<file path="config.mk">
export PLATFORM = sky130hd
export DESIGN_NAME = cta_clamp_timing_regs
export DESIGN_NICKNAME = d
export VERILOG_FILES = /design/src/rtl/cta_pkg.sv /design/src/rtl/cta_clamp_timer.sv /design/src/rtl/cta_clamp_timing_regs.sv
export SDC_FILE = /design/constraint.sdc
export NUM_CORES = 1
export LEC_CHECK = 0
export BUFFER_PORTS_ARGS = -buffer_cell sky130_fd_sc_hd__buf_2
export CAP_MARGIN = 40
export CORE_ASPECT_RATIO = 1.5
export CORE_UTILIZATION = 45
export DETAILED_ROUTE_END_ITERATION = 6
export PLACE_DENSITY_LB_ADDON = 0.15
export REMOVE_ABC_BUFFERS = 1
export SKIP_LAST_GASP = 1
export SYNTH_ARGS = -nofsm -noshare
export SYNTH_HDL_FRONTEND = slang
export SYNTH_HIERARCHICAL = 1
export SYNTH_SLANG_ARGS = --single-unit
</file>
<file path="constraint.sdc">
create_clock -name core_clk_i -period 5.22 [get_ports core_clk_i]
set_clock_uncertainty 0.15 [all_clocks]
set_input_delay 0.783 -clock core_clk_i [delete_from_list [all_inputs] [get_ports core_clk_i]]
set_output_delay 0.783 -clock core_clk_i [all_outputs]
set_load 0.005 [all_outputs]
</file>
<file path="src/rtl/cta_pkg.sv">
// Package of constants and types for the clamp, timing and aux registers
package cta_pkg;

    // Register port widths, counts and on-time field width
    localparam int SUBADDR_W = 5;
    localparam int DATA_W = 8;
    localparam int AUX_COUNT = 8;
    localparam int CLAMPS_PER_BANK = 3;
    localparam int ON_TIME_W = 3;

    // Register subaddresses
    localparam logic [4:0] ADDR_MODE3 = 5'h03;
    localparam logic [4:0] ADDR_CLAMP1 = 5'h07;
    localparam logic [4:0] ADDR_CLAMP2 = 5'h08;
    localparam logic [4:0] ADDR_CLAMP3 = 5'h09;
    localparam logic [4:0] ADDR_TIMING = 5'h0A;
    localparam logic [4:0] ADDR_TRIM = 5'h0B;
    localparam logic [4:0] ADDR_AUX_BASE = 5'h10;

    // Field positions
    localparam int MODE3_SYNC_POL_BIT = 5;
    localparam int CLAMP1_FINE_LSB = 0;
    localparam int CLAMP1_COARSE_LSB = 3;
    localparam int CLAMP1_SYNC_EN_BIT = 6;
    localparam int CLAMP_DIR_BIT0 = 0;
    localparam int CLAMP_ON_BIT0 = 1;
    localparam int TIMING_OSC_BIT = 0;
    localparam int TIMING_BIAS_BIT = 1;
    localparam int TIMING_EQ_BIT = 3;
    localparam int TIMING_DELAY_LSB = 5;
    localparam int TRIM_ONE_BIT = 0;
    localparam int TRIM_VALUE_LSB = 4;

    // Storable bits; reserved bits are not kept and read as zero
    localparam logic [7:0] MODE3_MASK = 8'h20;
    localparam logic [7:0] CLAMP1_MASK = 8'h7F;
    localparam logic [7:0] CLAMP_MASK = 8'h3F;
    localparam logic [7:0] TIMING_MASK = 8'h6B;
    localparam logic [7:0] TRIM_MASK = 8'h71;

    // Reset values
    localparam logic [7:0] MODE3_RST = 8'h00;
    localparam logic [7:0] CLAMP1_RST = 8'h00;
    localparam logic [7:0] CLAMP2_RST = 8'h00;
    localparam logic [7:0] CLAMP3_RST = 8'h00;
    localparam logic [7:0] TIMING_RST = 8'h01;
    localparam logic [7:0] TRIM_RST = 8'h01;
    localparam logic [7:0] AUX_RST = 8'h00;

    // Register access request from the serial front end
    typedef struct packed {
        logic wr;
        logic rd;
        logic [4:0] register_subaddress;
        logic [7:0] wdata;
    } cta_reg_req_t;

    // Clock and bias controls to the analog side
    typedef struct packed {
        logic [1:0] core_clock_delay;
        logic duty_equalizer_enable;
        logic bias_double;
        logic oscillator_enable;
    } cta_timing_t;

endpackage : cta_pkg

</file>
<file path="src/rtl/cta_clamp_timer.sv">
// Down-counter that holds one clamp on for its programmed cycle count
`timescale 1ns/100ps
module cta_clamp_timer
    import cta_pkg::*;
#(
    parameter int CNT_W = ON_TIME_W
) (
    input wire logic core_clk_i,
    input wire logic rstn_i,
    input wire logic start_i,
    input wire logic [CNT_W-1:0] on_time_i,
    output logic busy_o,
    output logic active_o
);

    // Width check
    if (CNT_W < 1 || CNT_W > 16) begin : g_bad_width
        $error("cta_clamp_timer: CNT_W out of range");
    end

    logic [CNT_W-1:0] count_reg;
    logic [CNT_W-1:0] count_next;
    logic active_reg;
    logic active_next;

    // Load on start while idle, else count down to zero
    always_comb begin
        count_next = count_reg;
        if (count_reg != '0) begin
            count_next = count_reg - 1'b1;
        end else if (start_i) begin
            count_next = on_time_i;
        end
        active_next = (count_next != '0);
    end

    // State registers
    always_ff @(posedge core_clk_i or negedge rstn_i) begin
        if (!rstn_i) begin
            count_reg <= '0;
            active_reg <= 1'b0;
        end else begin
            count_reg <= count_next;
            active_reg <= active_next;
        end
    end

    assign busy_o = (count_reg != '0);
    assign active_o = active_reg;

endmodule : cta_clamp_timer

</file>
<file path="src/rtl/cta_clamp_timing_regs.sv">
// Clamp, timing, trim and aux result registers with clamp sequencer
`timescale 1ns/100ps
module cta_clamp_timing_regs
    import cta_pkg::*;
#(
    parameter int NUM_AUX = AUX_COUNT,
    parameter int NUM_CLAMP = CLAMPS_PER_BANK
) (
    input wire logic core_clk_i,
    input wire logic rstn_i,
    input wire cta_reg_req_t reg_req_i,
    output logic [DATA_W-1:0] rd_data_o,
    output logic rd_valid_o,
    input wire logic sync_in_i,
    input wire logic aux_mode_i,
    input wire logic [NUM_AUX-1:0] aux_valid_i,
    input wire logic [NUM_AUX*DATA_W-1:0] aux_data_i,
    output logic [NUM_CLAMP-1:0] fine_clamp_on_o,
    output logic [NUM_CLAMP-1:0] fine_clamp_dir_o,
    output logic [NUM_CLAMP-1:0] coarse_clamp_on_o,
    output logic [NUM_CLAMP-1:0] coarse_clamp_dir_o,
    output cta_timing_t timing_o,
    output logic [2:0] reference_trim_value_o
);

    // Parameter checks: the subaddress map holds exactly these counts
    if (NUM_AUX != AUX_COUNT) begin : g_bad_aux
        $error("cta_clamp_timing_regs: NUM_AUX must be 8");
    end
    if (NUM_CLAMP != CLAMPS_PER_BANK) begin : g_bad_clamp
        $error("cta_clamp_timing_regs: NUM_CLAMP must be 3");
    end
    if (CLAMP1_COARSE_LSB + ON_TIME_W > CLAMP1_SYNC_EN_BIT) begin : g_bad_field
        $error("cta_clamp_timing_regs: on-time fields overlap sync bit");
    end

    localparam int NCL = 2 * CLAMPS_PER_BANK;

    // True when the subaddress falls in the aux result window
    function automatic logic is_aux(input logic [4:0] a);
        is_aux = (a >= ADDR_AUX_BASE) &&
                 (a < (ADDR_AUX_BASE + 5'(AUX_COUNT)));
    endfunction : is_aux

    // Aux register index of a subaddress in the window
    function automatic logic [2:0] aux_index(input logic [4:0] a);
        logic [4:0] d;
        d = a - ADDR_AUX_BASE;
        aux_index = d[2:0];
    endfunction : aux_index

    // On/off bit of clamp k in a clamp bank register
    function automatic logic on_bit(input logic [7:0] r, input int k);
        on_bit = r[CLAMP_ON_BIT0 + 2 * k];
    endfunction : on_bit

    // Direction bit of clamp k in a clamp bank register
    function automatic logic dir_bit(input logic [7:0] r, input int k);
        dir_bit = r[CLAMP_DIR_BIT0 + 2 * k];
    endfunction : dir_bit

    //------------------------------------------------------------------
    // Control registers
    logic [7:0] mode3_reg;
    logic [7:0] mode3_next;
    logic [7:0] clamp1_reg;
    logic [7:0] clamp1_next;
    logic [7:0] clamp2_reg;
    logic [7:0] clamp2_next;
    logic [7:0] clamp3_reg;
    logic [7:0] clamp3_next;
    logic [7:0] timing_reg;
    logic [7:0] timing_next;
    logic [7:0] trim_reg;
    logic [7:0] trim_next;
    logic wr_en;
    logic rd_en;

    assign wr_en = reg_req_i.wr;
    assign rd_en = reg_req_i.rd;

    // Write decode; reserved bits are masked off on the way in
    always_comb begin
        mode3_next = mode3_reg;
        clamp1_next = clamp1_reg;
        clamp2_next = clamp2_reg;
        clamp3_next = clamp3_reg;
        timing_next = timing_reg;
        trim_next = trim_reg;
        if (wr_en) begin
            case (reg_req_i.register_subaddress)
                ADDR_MODE3: begin
                    mode3_next = reg_req_i.wdata & MODE3_MASK;
                end
                ADDR_CLAMP1: begin
                    clamp1_next = reg_req_i.wdata & CLAMP1_MASK;
                end
                ADDR_CLAMP2: begin
                    clamp2_next = reg_req_i.wdata & CLAMP_MASK;
                end
                ADDR_CLAMP3: begin
                    clamp3_next = reg_req_i.wdata & CLAMP_MASK;
                end
                ADDR_TIMING: begin
                    timing_next = reg_req_i.wdata & TIMING_MASK;
                end
                ADDR_TRIM: begin
                    trim_next = reg_req_i.wdata & TRIM_MASK;
                end
                default: begin
                    // Aux and unmapped writes change nothing
                    mode3_next = mode3_reg;
                end
            endcase
        end
    end

    // Control register flops
    always_ff @(posedge core_clk_i or negedge rstn_i) begin
        if (!rstn_i) begin
            mode3_reg <= MODE3_RST;
            clamp1_reg <= CLAMP1_RST;
            clamp2_reg <= CLAMP2_RST;
            clamp3_reg <= CLAMP3_RST;
            timing_reg <= TIMING_RST;
            trim_reg <= TRIM_RST;
        end else begin
            mode3_reg <= mode3_next;
            clamp1_reg <= clamp1_next;
            clamp2_reg <= clamp2_next;
            clamp3_reg <= clamp3_next;
            timing_reg <= timing_next;
            trim_reg <= trim_next;
        end
    end

    //------------------------------------------------------------------
    // Aux result registers
    logic [DATA_W-1:0] aux_reg [AUX_COUNT];
    logic [DATA_W-1:0] aux_next [AUX_COUNT];

    // Each channel loads its own latest conversion while in aux mode
    always_comb begin
        for (int n = 0; n < AUX_COUNT; n++) begin
            aux_next[n] = aux_reg[n];
            if (aux_mode_i && aux_valid_i[n]) begin
                aux_next[n] = aux_data_i[n*DATA_W +: DATA_W];
            end
        end
    end

    // Aux result flops
    always_ff @(posedge core_clk_i or negedge rstn_i) begin
        if (!rstn_i) begin
            for (int n = 0; n < AUX_COUNT; n++) begin
                aux_reg[n] <= AUX_RST;
            end
        end else begin
            for (int n = 0; n < AUX_COUNT; n++) begin
                aux_reg[n] <= aux_next[n];
            end
        end
    end

    //------------------------------------------------------------------
    // Read port
    logic [DATA_W-1:0] rd_data_reg;
    logic [DATA_W-1:0] rd_data_next;
    logic rd_valid_reg;
    logic rd_valid_next;

    // Read mux, answer one cycle after the request; unmapped reads zero
    always_comb begin
        rd_valid_next = rd_en;
        rd_data_next = rd_data_reg;
        if (rd_en) begin
            case (reg_req_i.register_subaddress)
                ADDR_MODE3: rd_data_next = mode3_reg;
                ADDR_CLAMP1: rd_data_next = clamp1_reg;
                ADDR_CLAMP2: rd_data_next = clamp2_reg;
                ADDR_CLAMP3: rd_data_next = clamp3_reg;
                ADDR_TIMING: rd_data_next = timing_reg;
                ADDR_TRIM: rd_data_next = trim_reg;
                default: begin
                    if (is_aux(reg_req_i.register_subaddress)) begin
                        rd_data_next =
                            aux_reg[aux_index(reg_req_i.register_subaddress)];
                    end else begin
                        rd_data_next = 8'h00;
                    end
                end
            endcase
        end
    end

    // Read flops
    always_ff @(posedge core_clk_i or negedge rstn_i) begin
        if (!rstn_i) begin
            rd_data_reg <= 8'h00;
            rd_valid_reg <= 1'b0;
        end else begin
            rd_data_reg <= rd_data_next;
            rd_valid_reg <= rd_valid_next;
        end
    end

    assign rd_data_o = rd_data_reg;
    assign rd_valid_o = rd_valid_reg;

    //------------------------------------------------------------------
    // Clamp sequencer; index 0..2 fine clamps, 3..5 coarse clamps
    logic sync_prev_reg;
    logic sync_prev_next;
    logic [NCL-1:0] on_prev_reg;
    logic [NCL-1:0] on_prev_next;
    logic [NCL-1:0] armed_reg;
    logic [NCL-1:0] armed_next;
    logic [NCL-1:0] on_bits;
    logic [NCL-1:0] start;
    logic [NCL-1:0] busy;
    logic [NCL-1:0] active;
    logic sync_edge;
    logic sync_mode;
    logic sync_pol;

    assign sync_mode = clamp1_reg[CLAMP1_SYNC_EN_BIT];
    assign sync_pol = mode3_reg[MODE3_SYNC_POL_BIT];

    // Gather on/off bits of both banks
    always_comb begin
        for (int k = 0; k < CLAMPS_PER_BANK; k++) begin
            on_bits[k] = on_bit(clamp2_reg, k);
            on_bits[k + CLAMPS_PER_BANK] = on_bit(clamp3_reg, k);
        end
    end

    // Sync edge: falling for low pulses, rising for high pulses
    always_comb begin
        sync_prev_next = sync_in_i;
        if (sync_pol) begin
            sync_edge = sync_in_i && !sync_prev_reg;
        end else begin
            sync_edge = !sync_in_i && sync_prev_reg;
        end
    end

    // Trigger logic per clamp
    always_comb begin
        on_prev_next = on_bits;
        armed_next = armed_reg;
        start = '0;
        for (int k = 0; k < NCL; k++) begin
            if (!sync_mode) begin
                armed_next[k] = 1'b0;
                // Start on the bit's rising edge, even while running; the timer ignores it then
                start[k] = on_bits[k] && !on_prev_reg[k];
            end else begin
                if (on_bits[k] && !on_prev_reg[k] && !busy[k]) begin
                    armed_next[k] = 1'b1;
                end
                if (armed_reg[k] && sync_edge && !busy[k]) begin
                    start[k] = 1'b1;
                    armed_next[k] = 1'b0;
                end
            end
        end
    end

    // Sequencer flops
    always_ff @(posedge core_clk_i or negedge rstn_i) begin
        if (!rstn_i) begin
            sync_prev_reg <= 1'b0;
            on_prev_reg <= '0;
            armed_reg <= '0;
        end else begin
            sync_prev_reg <= sync_prev_next;
            on_prev_reg <= on_prev_next;
            armed_reg <= armed_next;
        end
    end

    // One timer per clamp, fine ones on the fine on-time field
    for (genvar g = 0; g < NCL; g++) begin : g_timer
        localparam int LSB = (g < CLAMPS_PER_BANK) ?
                             CLAMP1_FINE_LSB : CLAMP1_COARSE_LSB;
        cta_clamp_timer #(
            .CNT_W(ON_TIME_W)
        ) u_timer (
            .core_clk_i(core_clk_i),
            .rstn_i(rstn_i),
            .start_i(start[g]),
            .on_time_i(clamp1_reg[LSB +: ON_TIME_W]),
            .busy_o(busy[g]),
            .active_o(active[g])
        );
    end

    // Clamp on and direction outputs
    always_comb begin
        for (int k = 0; k < CLAMPS_PER_BANK; k++) begin
            fine_clamp_on_o[k] = active[k];
            coarse_clamp_on_o[k] = active[k + CLAMPS_PER_BANK];
            fine_clamp_dir_o[k] = dir_bit(clamp2_reg, k);
            coarse_clamp_dir_o[k] = dir_bit(clamp3_reg, k);
        end
    end

    //------------------------------------------------------------------
    // Timing and trim controls to the analog side
    always_comb begin
        timing_o.oscillator_enable = timing_reg[TIMING_OSC_BIT];
        timing_o.bias_double = timing_reg[TIMING_BIAS_BIT];
        timing_o.duty_equalizer_enable = timing_reg[TIMING_EQ_BIT];
        timing_o.core_clock_delay =
            timing_reg[TIMING_DELAY_LSB +: 2];
    end

    // Reference trim select straight from its register
    always_comb begin
        reference_trim_value_o = trim_reg[TRIM_VALUE_LSB +: 3];
    end

endmodule : cta_clamp_timing_regs

</file>
# Word level (Yosys, flattened, before mapping)
# Cells that the tools add are included.
# word_totals
regBits	139
input_bits	91
# op_classes
addsub	7
order_cmp	3
n_eq_ne	12
mux	48
n_bitwise	1
n_reduce_logical	67
# ops
cell	n
$pmux 8 s6	1
$mux 3	12
$reduce_bool 3->1	12
$logic_and 1x1->1	35
$mux 1	31
$bmux 8 s3	1
$mux 8	3
$sub 3x1->3 const B	7
$eq 5x4->1 const B	4
$ne 3x1->1 const B	6
$logic_not 1->1	14
$reduce_and 2->1	6
$eq 5x2->1 const B	1
$eq 5x3->1 const B	1
$ge 5x5->1 const B	1
$lt 5x5->1 const B	1
$ge 4x4->1 const B	1
$not 3->4	1

# Longest topological paths before layout
# Gate-level depths: netlist of run 1.
# logic_depth
depth_word	10
ltp_mapped	8
depth_no_buf	8

# Modules after synthesis
# The synthesis of run 1 kept the hierarchy.
# modules_own_cells
module	n_inst	cells_per_inst	area_each_um2	seq_area_each_um2
cta_clamp_timing_regs	1	364	5230.0	2880.3
cta_clamp_timer	6	19	216.5	100.1

# Worst setup path after synthesis of run 1
# Ideal clock, no wire load.
# synth_timing
path_type	input-to-reg
from	in sync_in_i
to	reg g_timer[0].u_timer.active_reg
setup_ns	0.131
arrival_ns	2.317
required_time_ns	4.939
setup_slack_ns	2.622
stages	7
cell_sequence	nor3b_1 -> a21oi_1 -> clkbuf_1 -> o32ai_1 -> mux2i_1 -> mux2i_1 -> or3_1
# synth_between
elab_chain_cells	10
# synth_lines
element	line_no	text
from (decl)	cta_clamp_timing_regs.sv:14	input wire logic sync_in_i,
$logic_not 1->1	cta_clamp_timing_regs.sv:243	sync_edge = !sync_in_i && sync_prev_reg;
$logic_and 1x1->1	cta_clamp_timing_regs.sv:243	
$mux 1 (*)	cta_clamp_timing_regs.sv:240	if (sync_pol) begin
$logic_and 1x1->1 (*) (2 in a row)	cta_clamp_timing_regs.sv:261	if (armed_reg[k] && sync_edge && !busy[k]) begin
$mux 1 (*)	cta_clamp_timing_regs.sv:261	
$mux 1 (*)	cta_clamp_timing_regs.sv:253	if (!sync_mode) begin
named net start[0]	cta_clamp_timing_regs.sv:219	logic [NCL-1:0] start;
$mux 3 (*)	cta_clamp_timer.sv:31	end else if (start_i) begin
$mux 3 (*)	cta_clamp_timer.sv:29	if (count_reg != '0) begin
named net g_timer[0].u_timer.count_next[1]	cta_clamp_timer.sv:22	logic [CNT_W-1:0] count_next;
$reduce_bool 3->1 (*)	cta_clamp_timer.sv:34	active_next = (count_next != '0);
named net g_timer[0].u_timer.active_next	cta_clamp_timer.sv:24	logic active_next;
to (signal assigned)	cta_clamp_timer.sv:44	active_reg <= active_next;
to (decl)	cta_clamp_timer.sv:23	logic active_reg;
# The timed path passes the listed nets; every way through them passes the cells marked *.
# A chain may end at the register's enable or synchronous reset.

# Worst setup path in the final report of run 1
# layout_timing
from	reg mode3_reg[5]
to	reg g_timer[2].u_timer.active_reg
# layout_between
elab_chain_cells	8
# layout_lines
element	line_no	text
from (decl)	cta_clamp_timing_regs.sv:64	logic [7:0] mode3_reg;
from (signal assigned)	cta_clamp_timing_regs.sv:128	mode3_reg <= mode3_next;
$mux 1	cta_clamp_timing_regs.sv:240	
$logic_and 1x1->1 (2 in a row)	cta_clamp_timing_regs.sv:261	
$mux 1	cta_clamp_timing_regs.sv:261	
$mux 1	cta_clamp_timing_regs.sv:253	
named net start[2]	cta_clamp_timing_regs.sv:219	
$mux 3	cta_clamp_timer.sv:31	
$mux 3	cta_clamp_timer.sv:29	
named net g_timer[2].u_timer.count_next[2]	cta_clamp_timer.sv:22	
$reduce_bool 3->1	cta_clamp_timer.sv:34	
named net g_timer[2].u_timer.active_next	cta_clamp_timer.sv:24	
to (signal assigned)	cta_clamp_timer.sv:44	
to (decl)	cta_clamp_timer.sv:23	
# The timed path passes the listed nets, and every way through them passes these cells.

==> metrics.md, run 1 <==
| Metric | Value |
|---|---|
| Reg area | `3481 µm²` |
| CP Data Required Time | `5.36 ns` |
| Setup ws final | `2.499 ns` |
| RSZ-0062 raised after global routing | `false` |
| Pwr Total | `3.463 mW` |
| Hold-fix buffers at CTS | `0` |
| Clk root buf | `clkbuf_16` |
| Antenna viol nets, final | `0` |
| CP Launch Point | `mode3_reg[5]` |
| Clk_lat worst skew | `0.41 ns` |
| Clk sinks | `139` |
| Die X | `100.3 µm` |
| Worst setup endpoint | `g_timer[2].u_timer/active_o` |
| 1st-iter DRT viols | `129` |
| P_leak | `3.561 nW` |
| Relative slew slack | `38.42%` |
| Run status | `completed` |
| Top cell type's share of synthesized area | `52.51%` |
| Dominant cell type by area after synthesis | `dfrtp_1` |
| Core area | `14060 µm²` |
| Total Routing Usage GR | `22.12%` |
| First-pass GRT wire length | `24740 µm` |
| Max Clock Freq | `0.3675 GHz` |
| I/O pin cnt | `120` |
| IO buf count | `118` |
| R2r setup slk | `2.50 ns` |
| Final setup viols | `0` |
| CP Class | `register to register` |
| Synth async-reset ratio | `100.0%` |
| Peak supply drop | `0.2475 mV` |
| Vias | `4285` |
| Die Span Y | `149.5 µm` |
| Worst r2r src | `mode3_reg[5]` |
| EDFF count, synth | `0` |
| Synth warn | `6` |
| Mapped Area | `6529 µm²` |
| Post-CTS sizing | `0` |
| Clock Path Buffers | `2` |
| CP Capture Type | `register` |
| Worst Tran Pin Value | `0.9237 ns` |
| H-tree depth | `4` |
| DP Worst Slack | `2.134 ns` |
| Final Max Slew Viols | `0` |
| CP Max Fanout | `12` |
| Routed vias/inst | `5.343` |
| Initial antenna violation count | `0` |
| Antenna diode count | `0` |
| WL/cell | `19.15 µm` |
| Count leader, synth | `dfrtp_1` |
| Yosys cell types | `47` |
| Reg clk slew, reported paths | `0.06 ns` |
| Crit start category | `register` |
| Share of cells above drive strength 1 | `45.90%` |
| Post-Syn Instances | `478` |
| CTS tree | `yes` |
| DP HPWL | `11160 µm` |
| Final nets | `700` |
| Filler cell count | `1250` |
| Sequential share of the synthesized area | `53.32%` |
| Multi-input logic area | `2824 µm²` |
| Setup TNS | `0 ns` |
| Detailed-route DRC error count | `0` |
| Largest net degree at the start of global routing | `81` |
| Final Hold Vio Count | `0` |
| Cts bufs inserted | `17` |
| Vias in the first global route | `4728` |
| Synth area leaders | `dfrtp_1 53%, mux2_2 17%, mux4_2 5.5%, mux2i_1 4.9%, ha_1 2.3%` |
| Final min period | `2.721 ns` |
| Die area | `15000 µm²` |
| Top_reg_cell synth | `dfrtp_1` |
| Routability congestion estimate from global placement | `0.7728` |
| Initial core utilization | `46.44%` |
| Setup bufs post-CTS | `0` |
| WL final | `15360 µm` |
| Cell Pwr Density | `438.6 nW/µm²` |
| Max reg flops | `64` |
| Row count | `53` |
| Synth-to-Final Area Change | `20.93%` |
| Synthesized area per cell | `13.66 µm²` |
| Hold WC Path Type | `input pin to asynchronous set/reset pin` |
| R2R Path End | `g_timer[2].u_timer/active_o` |
| Synth cell count leaders | `137 x dfrtp_1, 96 x mux2_2, 32 x mux2i_1` |
| Period Utilization, post-route | `52.13%` |
| Reg2Reg Depth | `6` |
| Max_cap viols | `0` |
| Total gr overflow | `0` |
| Pre-antenna DRT Iters | `4` |
| WP data arrival | `2.86 ns` |
| Seq cells post-synth | `139` |
-- cell families after synthesis --
kind of cell,synth area share [%]
compound gates,5.903
mux,26.98
simple gates,8.068
fa+ha+maj,2.300
buf+inv,3.430
flops,53.32
-- area by class of cell --
class                      count  area share, %
sequential                   139          44.09
multi-input combinational    296          35.77
timing repair buffer         123          8.447
clock buffer                  18          5.563
tap                          192          3.043
clock inverter                14          2.139
inverter                      20         0.9509
-- critical path, stage by stage (launching register included) --
cell and delay (ns):
dfrtp_1 0.42, nor2b_1 0.15, a21oi_1 0.73, o32ai_1 0.31, and3_1 0.25, o31a_1 0.28, or3_1 0.31
-- worst min path at each step --
stage | from | end | slack (ns)
2_1_floorplan | clamp3_reg[1] | on_prev_reg[3] | 0.24
3_3_place_gp | clamp2_reg[1] | on_prev_reg[0] | 0.25
3_5_place_dp | clamp2_reg[1] | on_prev_reg[0] | 0.26
4_1_cts | rstn_i | g_timer[4].u_timer/count_reg[1] | 0.06
5_1_grt | rstn_i | g_timer[5].u_timer/active_o | 0.07
6_report | rstn_i | g_timer[5].u_timer/active_o | 0.07
-- where the power goes --
| group | internal, mW | switching [mW] |
|---|---|---|
| registers | 1.31 | 0.158 |
| clock network | 0.765 | 0.471 |
| logic | 0.402 | 0.361 |
| total | 2.47 | 0.990 |
-- cells in the final DEF (no fill, tap or decap), types with 3 or more instances in the layout --
master / n
dfrtp_1: 137
buf_2: 117
mux2_2: 96
mux2i_1: 32
nand2_1: 28
inv_1: 20
clkbuf_16: 17
mux4_2: 16
or3_1: 12
ha_1: 12
nor2b_1: 10
o21ai_0: 8
and3_1: 7
nor2_1: 7
nand2b_1: 6
o32ai_1: 6
a21boi_0: 6
nor2b_2: 6
o31a_1: 6
a21oi_1: 4
a221oi_1: 4
a22oi_1: 4
clkinv_2: 4
nand3b_1: 3
bufinv_16: 3
clkinv_4: 3
buf_4: 3
-- metrics by stage --
| stage | area (µm²) | std cells | utilization [%] | hold WS [ns] |
|---|---|---|---|---|
| after CTS | 7895 | 802 | 56.16 | 0.05750 |
| after global routing | 7895 | 802 | 56.16 | 0.07400 |
| final | 7895 | 802 | 56.16 | 0.06974 |
| after floorplan | 6380 | 455 | - | 0.2400 |
| after global placement | 7239 | 768 | 51.50 | 0.2541 |
| after detailed placement | 7287 | 770 | 51.83 | 0.2603 |
-- metal layers --
| layer | track usage, % | part of all wire, % |
|---|---|---|
| met2 | 40.38 | 55 |
| met4 | 8.478 | 2.3 |
| met5 | 0 | 0 |
| met3 | 5.558 | 4.7 |
| met1 | 24.41 | 38 |
Note: power is estimated with default switching activity, not from simulation.
==> run 2, diff against run 1 <==
==> constraint.sdc (replaced) <==
create_clock -name core_clk_i -period 2.4 [get_ports core_clk_i]
set_clock_uncertainty 0.15 [all_clocks]
set_input_delay 0.36 -clock core_clk_i [delete_from_list [all_inputs] [get_ports core_clk_i]]
set_output_delay 0.36 -clock core_clk_i [all_outputs]
set_load 0.005 [all_outputs]
==> run 2 against run 1 <==
Net effect: flip-flop and latch count stayed put; sequential power is 120% higher; first-iteration DRC count is 34% higher; cell count is 1.9% higher; non-clock buffer count is 16 higher; critical path depth is 2 higher; clock power is 150% higher; clock-buffer cell count is 1 lower; combinational power is 140% higher; global-route usage is 0.65 points higher; worst setup slack worse by 2.3 ns; via count is 1.7% higher; critical path type unchanged; critical endpoint is now g_timer[3].u_timer/active_o; highest routed layer unchanged.
==> metrics.md, run 2 (synthesized netlist as in run 1, its figures left out) <==
| Metric | Value |
|---|---|
| Run status | `completed` |
| Pwr Total | `8.157 mW (+140%)` |
| Clock Path Buffers | `2 (unchanged)` |
| Vias in the first global route | `4929 (+4.3%)` |
| P_leak | `3.693 nW (+3.7%)` |
| Fin util | `58.61% (+2.4 points)` |
| IO buf count | `118 (unchanged)` |
| Detailed-route DRC error count | `0 (unchanged)` |
| Clk sinks | `139 (unchanged)` |
| Period Utilization, post-route | `93.29% (+41 points)` |
| Crit start category | `register` |
| 1st-iter DRT viols | `173 (+34%)` |
| Total Routing Usage GR | `22.78% (+0.65 points)` |
| CTS tree | `yes` |
| Final min period | `2.239 ns (-0.4824 ns)` |
| H-tree depth | `4 (unchanged)` |
| Pre-antenna DRT Iters | `4 (unchanged)` |
| Synth-to-Final Area Change | `26.20%` |
| Worst Tran Pin Value | `0.4857 ns (-0.4380 ns)` |
| Relative slew slack | `67.62% (+29 points)` |
| Placed cell count | `782 (+1.6%)` |
| Die area | `15000 µm² (unchanged)` |
| CP Class | `register to register` |
| I/O pin cnt | `120 (unchanged)` |
| Peak supply drop | `0.5771 mV (+130%)` |
| First-pass GRT wire length | `25680 µm (+3.8%)` |
| Routability congestion estimate from global placement | `0.7601 (-1.6%)` |
| DP HPWL | `11460 µm (+2.7%)` |
| Row count | `53 (unchanged)` |
| Clk_lat worst skew | `0.42 ns (about the same)` |
| Antenna diode count | `0 (unchanged)` |
| Max_cap viols | `0 (unchanged)` |
| Final Hold Vio Count | `0 (unchanged)` |
| Total gr overflow | `0 (unchanged)` |
| Share of cells above drive strength 1 | `48.32% (+2.4 points)` |
| RSZ-0062 raised after global routing | `false` |
| Die Span Y | `149.5 µm (unchanged)` |
| Max Clock Freq | `0.4466 GHz (+22%)` |
| Setup ws final | `0.1610 ns (-2.338 ns)` |
| Final Max Slew Viols | `0 (unchanged)` |
| Vias | `4356 (+1.7%)` |
| Antenna viol nets, final | `0 (unchanged)` |
| Routed vias/inst | `5.332 (-0.21%)` |
| Clk root buf | `clkbuf_16` |
| Final Hold Slack | `0.02234 ns (-0.04740 ns)` |
| CP Data Required Time | `2.54 ns (-2.82 ns)` |
| Initial antenna violation count | `0 (unchanged)` |
| Cell Pwr Density | `990.0 nW/µm² (+130%)` |
| WL final | `15680 µm (+2.1%)` |
| Core area | `14060 µm² (unchanged)` |
| Final setup viols | `0 (unchanged)` |
| Fin cells | `817 (+1.9%)` |
| WP data arrival | `2.38 ns (-0.48 ns)` |
| Most common cell after layout, fill and taps aside | `dfrtp_1` |
| DP Worst Slack | `-0.1836 ns (-2.318 ns)` |
| Filler cell count | `1223 (-2.2%)` |
| Hold WC Path Type | `input pin to register` |
| WL/cell | `19.19 µm (+0.21%)` |
| Max reg flops | `64 (unchanged)` |
| Reg clk slew, reported paths | `0.06 ns (about the same)` |
| Initial core utilization | `46.44% (unchanged)` |
| CP Capture Type | `register` |
| Die X | `100.3 µm (unchanged)` |
| Largest net degree at the start of global routing | `54 (-33%)` |
| Final nets | `716 (+2.3%)` |
| Commonest non-fill, non-tap cells in the layout | `136 x dfrtp_1, 117 x buf_2, 96 x mux2_2` |
| CP Max Fanout | `3 (-9)` |
| Cts bufs inserted | `17 (unchanged)` |
[run 2: cell types whose count changed in the layout (fill, tap and decap cells not counted), sizes merged]
cell	change
buf	+14
bufinv	+4
clkinv	-4
dlygate4sd3	+2
clkbuf	-1
clkinvlp	-1
inv	+1
[run 2: worst max-delay path, stage by stage (launching register included)]
cell and delay [ns]:
dfrtp_1 0.40, inv_1 0.10, ha_1 0.20, nor2b_2 0.18
inv_1 0.10, o32ai_4 0.28, mux2i_1 0.23, mux2i_1 0.11
or3_1 0.39
[run 2: worst paths after layout]
kind	slack [ns]	depth (start not counted)	to	from
hold reg to reg	0.28	0	on_prev_reg[4]	clamp3_reg[3]
hold / removal	0.02	2	aux_reg[40]	aux_data_i[16]
max in group asynchronous	1.10	3	timing_reg[0]	rstn_i
min in group asynchronous	0.30	2	g_timer[4].u_timer/count_reg[2]	rstn_i
setup reg to reg	0.16	8	g_timer[3].u_timer/active_o	g_timer[3].u_timer/count_reg[0]
setup / recovery	0.16	8	g_timer[3].u_timer/active_o	g_timer[3].u_timer/count_reg[0]
[run 2: power by group]
group          total [mW]  internal (mW)  switching, mW
sequential           3.20           2.84          0.363
clock                3.09           2.06           1.03
combinational        1.86          0.994          0.870
total                8.16           5.89           2.26
[run 2: layer usage]
layer | GRT usage (%) | wire length [µm] | vias up
met5 | 0 | 0 | -
met4 | 8.333 | 338 | 0
met3 | 5.605 | 739 | 20
met2 | 41.51 | 8610 | 109
met1 | 25.44 | 5989 | 2210
li1 | - | - | 2017
[run 2: cell type report]
type,instances,area [µm²],area share (%)
Sequential cell,139,3482,42.26
Clock inverter,14,266.5,3.235
Timing Repair Buffer,139,797.0,9.673
Inverter,20,75.07,0.9112
Clock buffer,17,425.4,5.163
Multi-Input combinational cell,296,2953,35.84
Tap cell,192,240.2,2.916
[run 2: repair_timing]
action	4_1_cts	5_1_grt
gates resized for setup	2	14
buffers inserted	0	2
hold endpoints to repair	41	0
setup endpoints to repair	6	6
pin swaps	0	7
gates cloned	0	0
hold buffers	2	0
[run 2: metrics by stage]
step / area, µm² / TNS (ns)
final: 8239 / 0
after global routing: 8239 / 0
after CTS: 8105 / -0.2885
after detailed placement: 7382 / -0.6407
after global placement: 7375 / -1.265
after floorplan: 6380 / 0
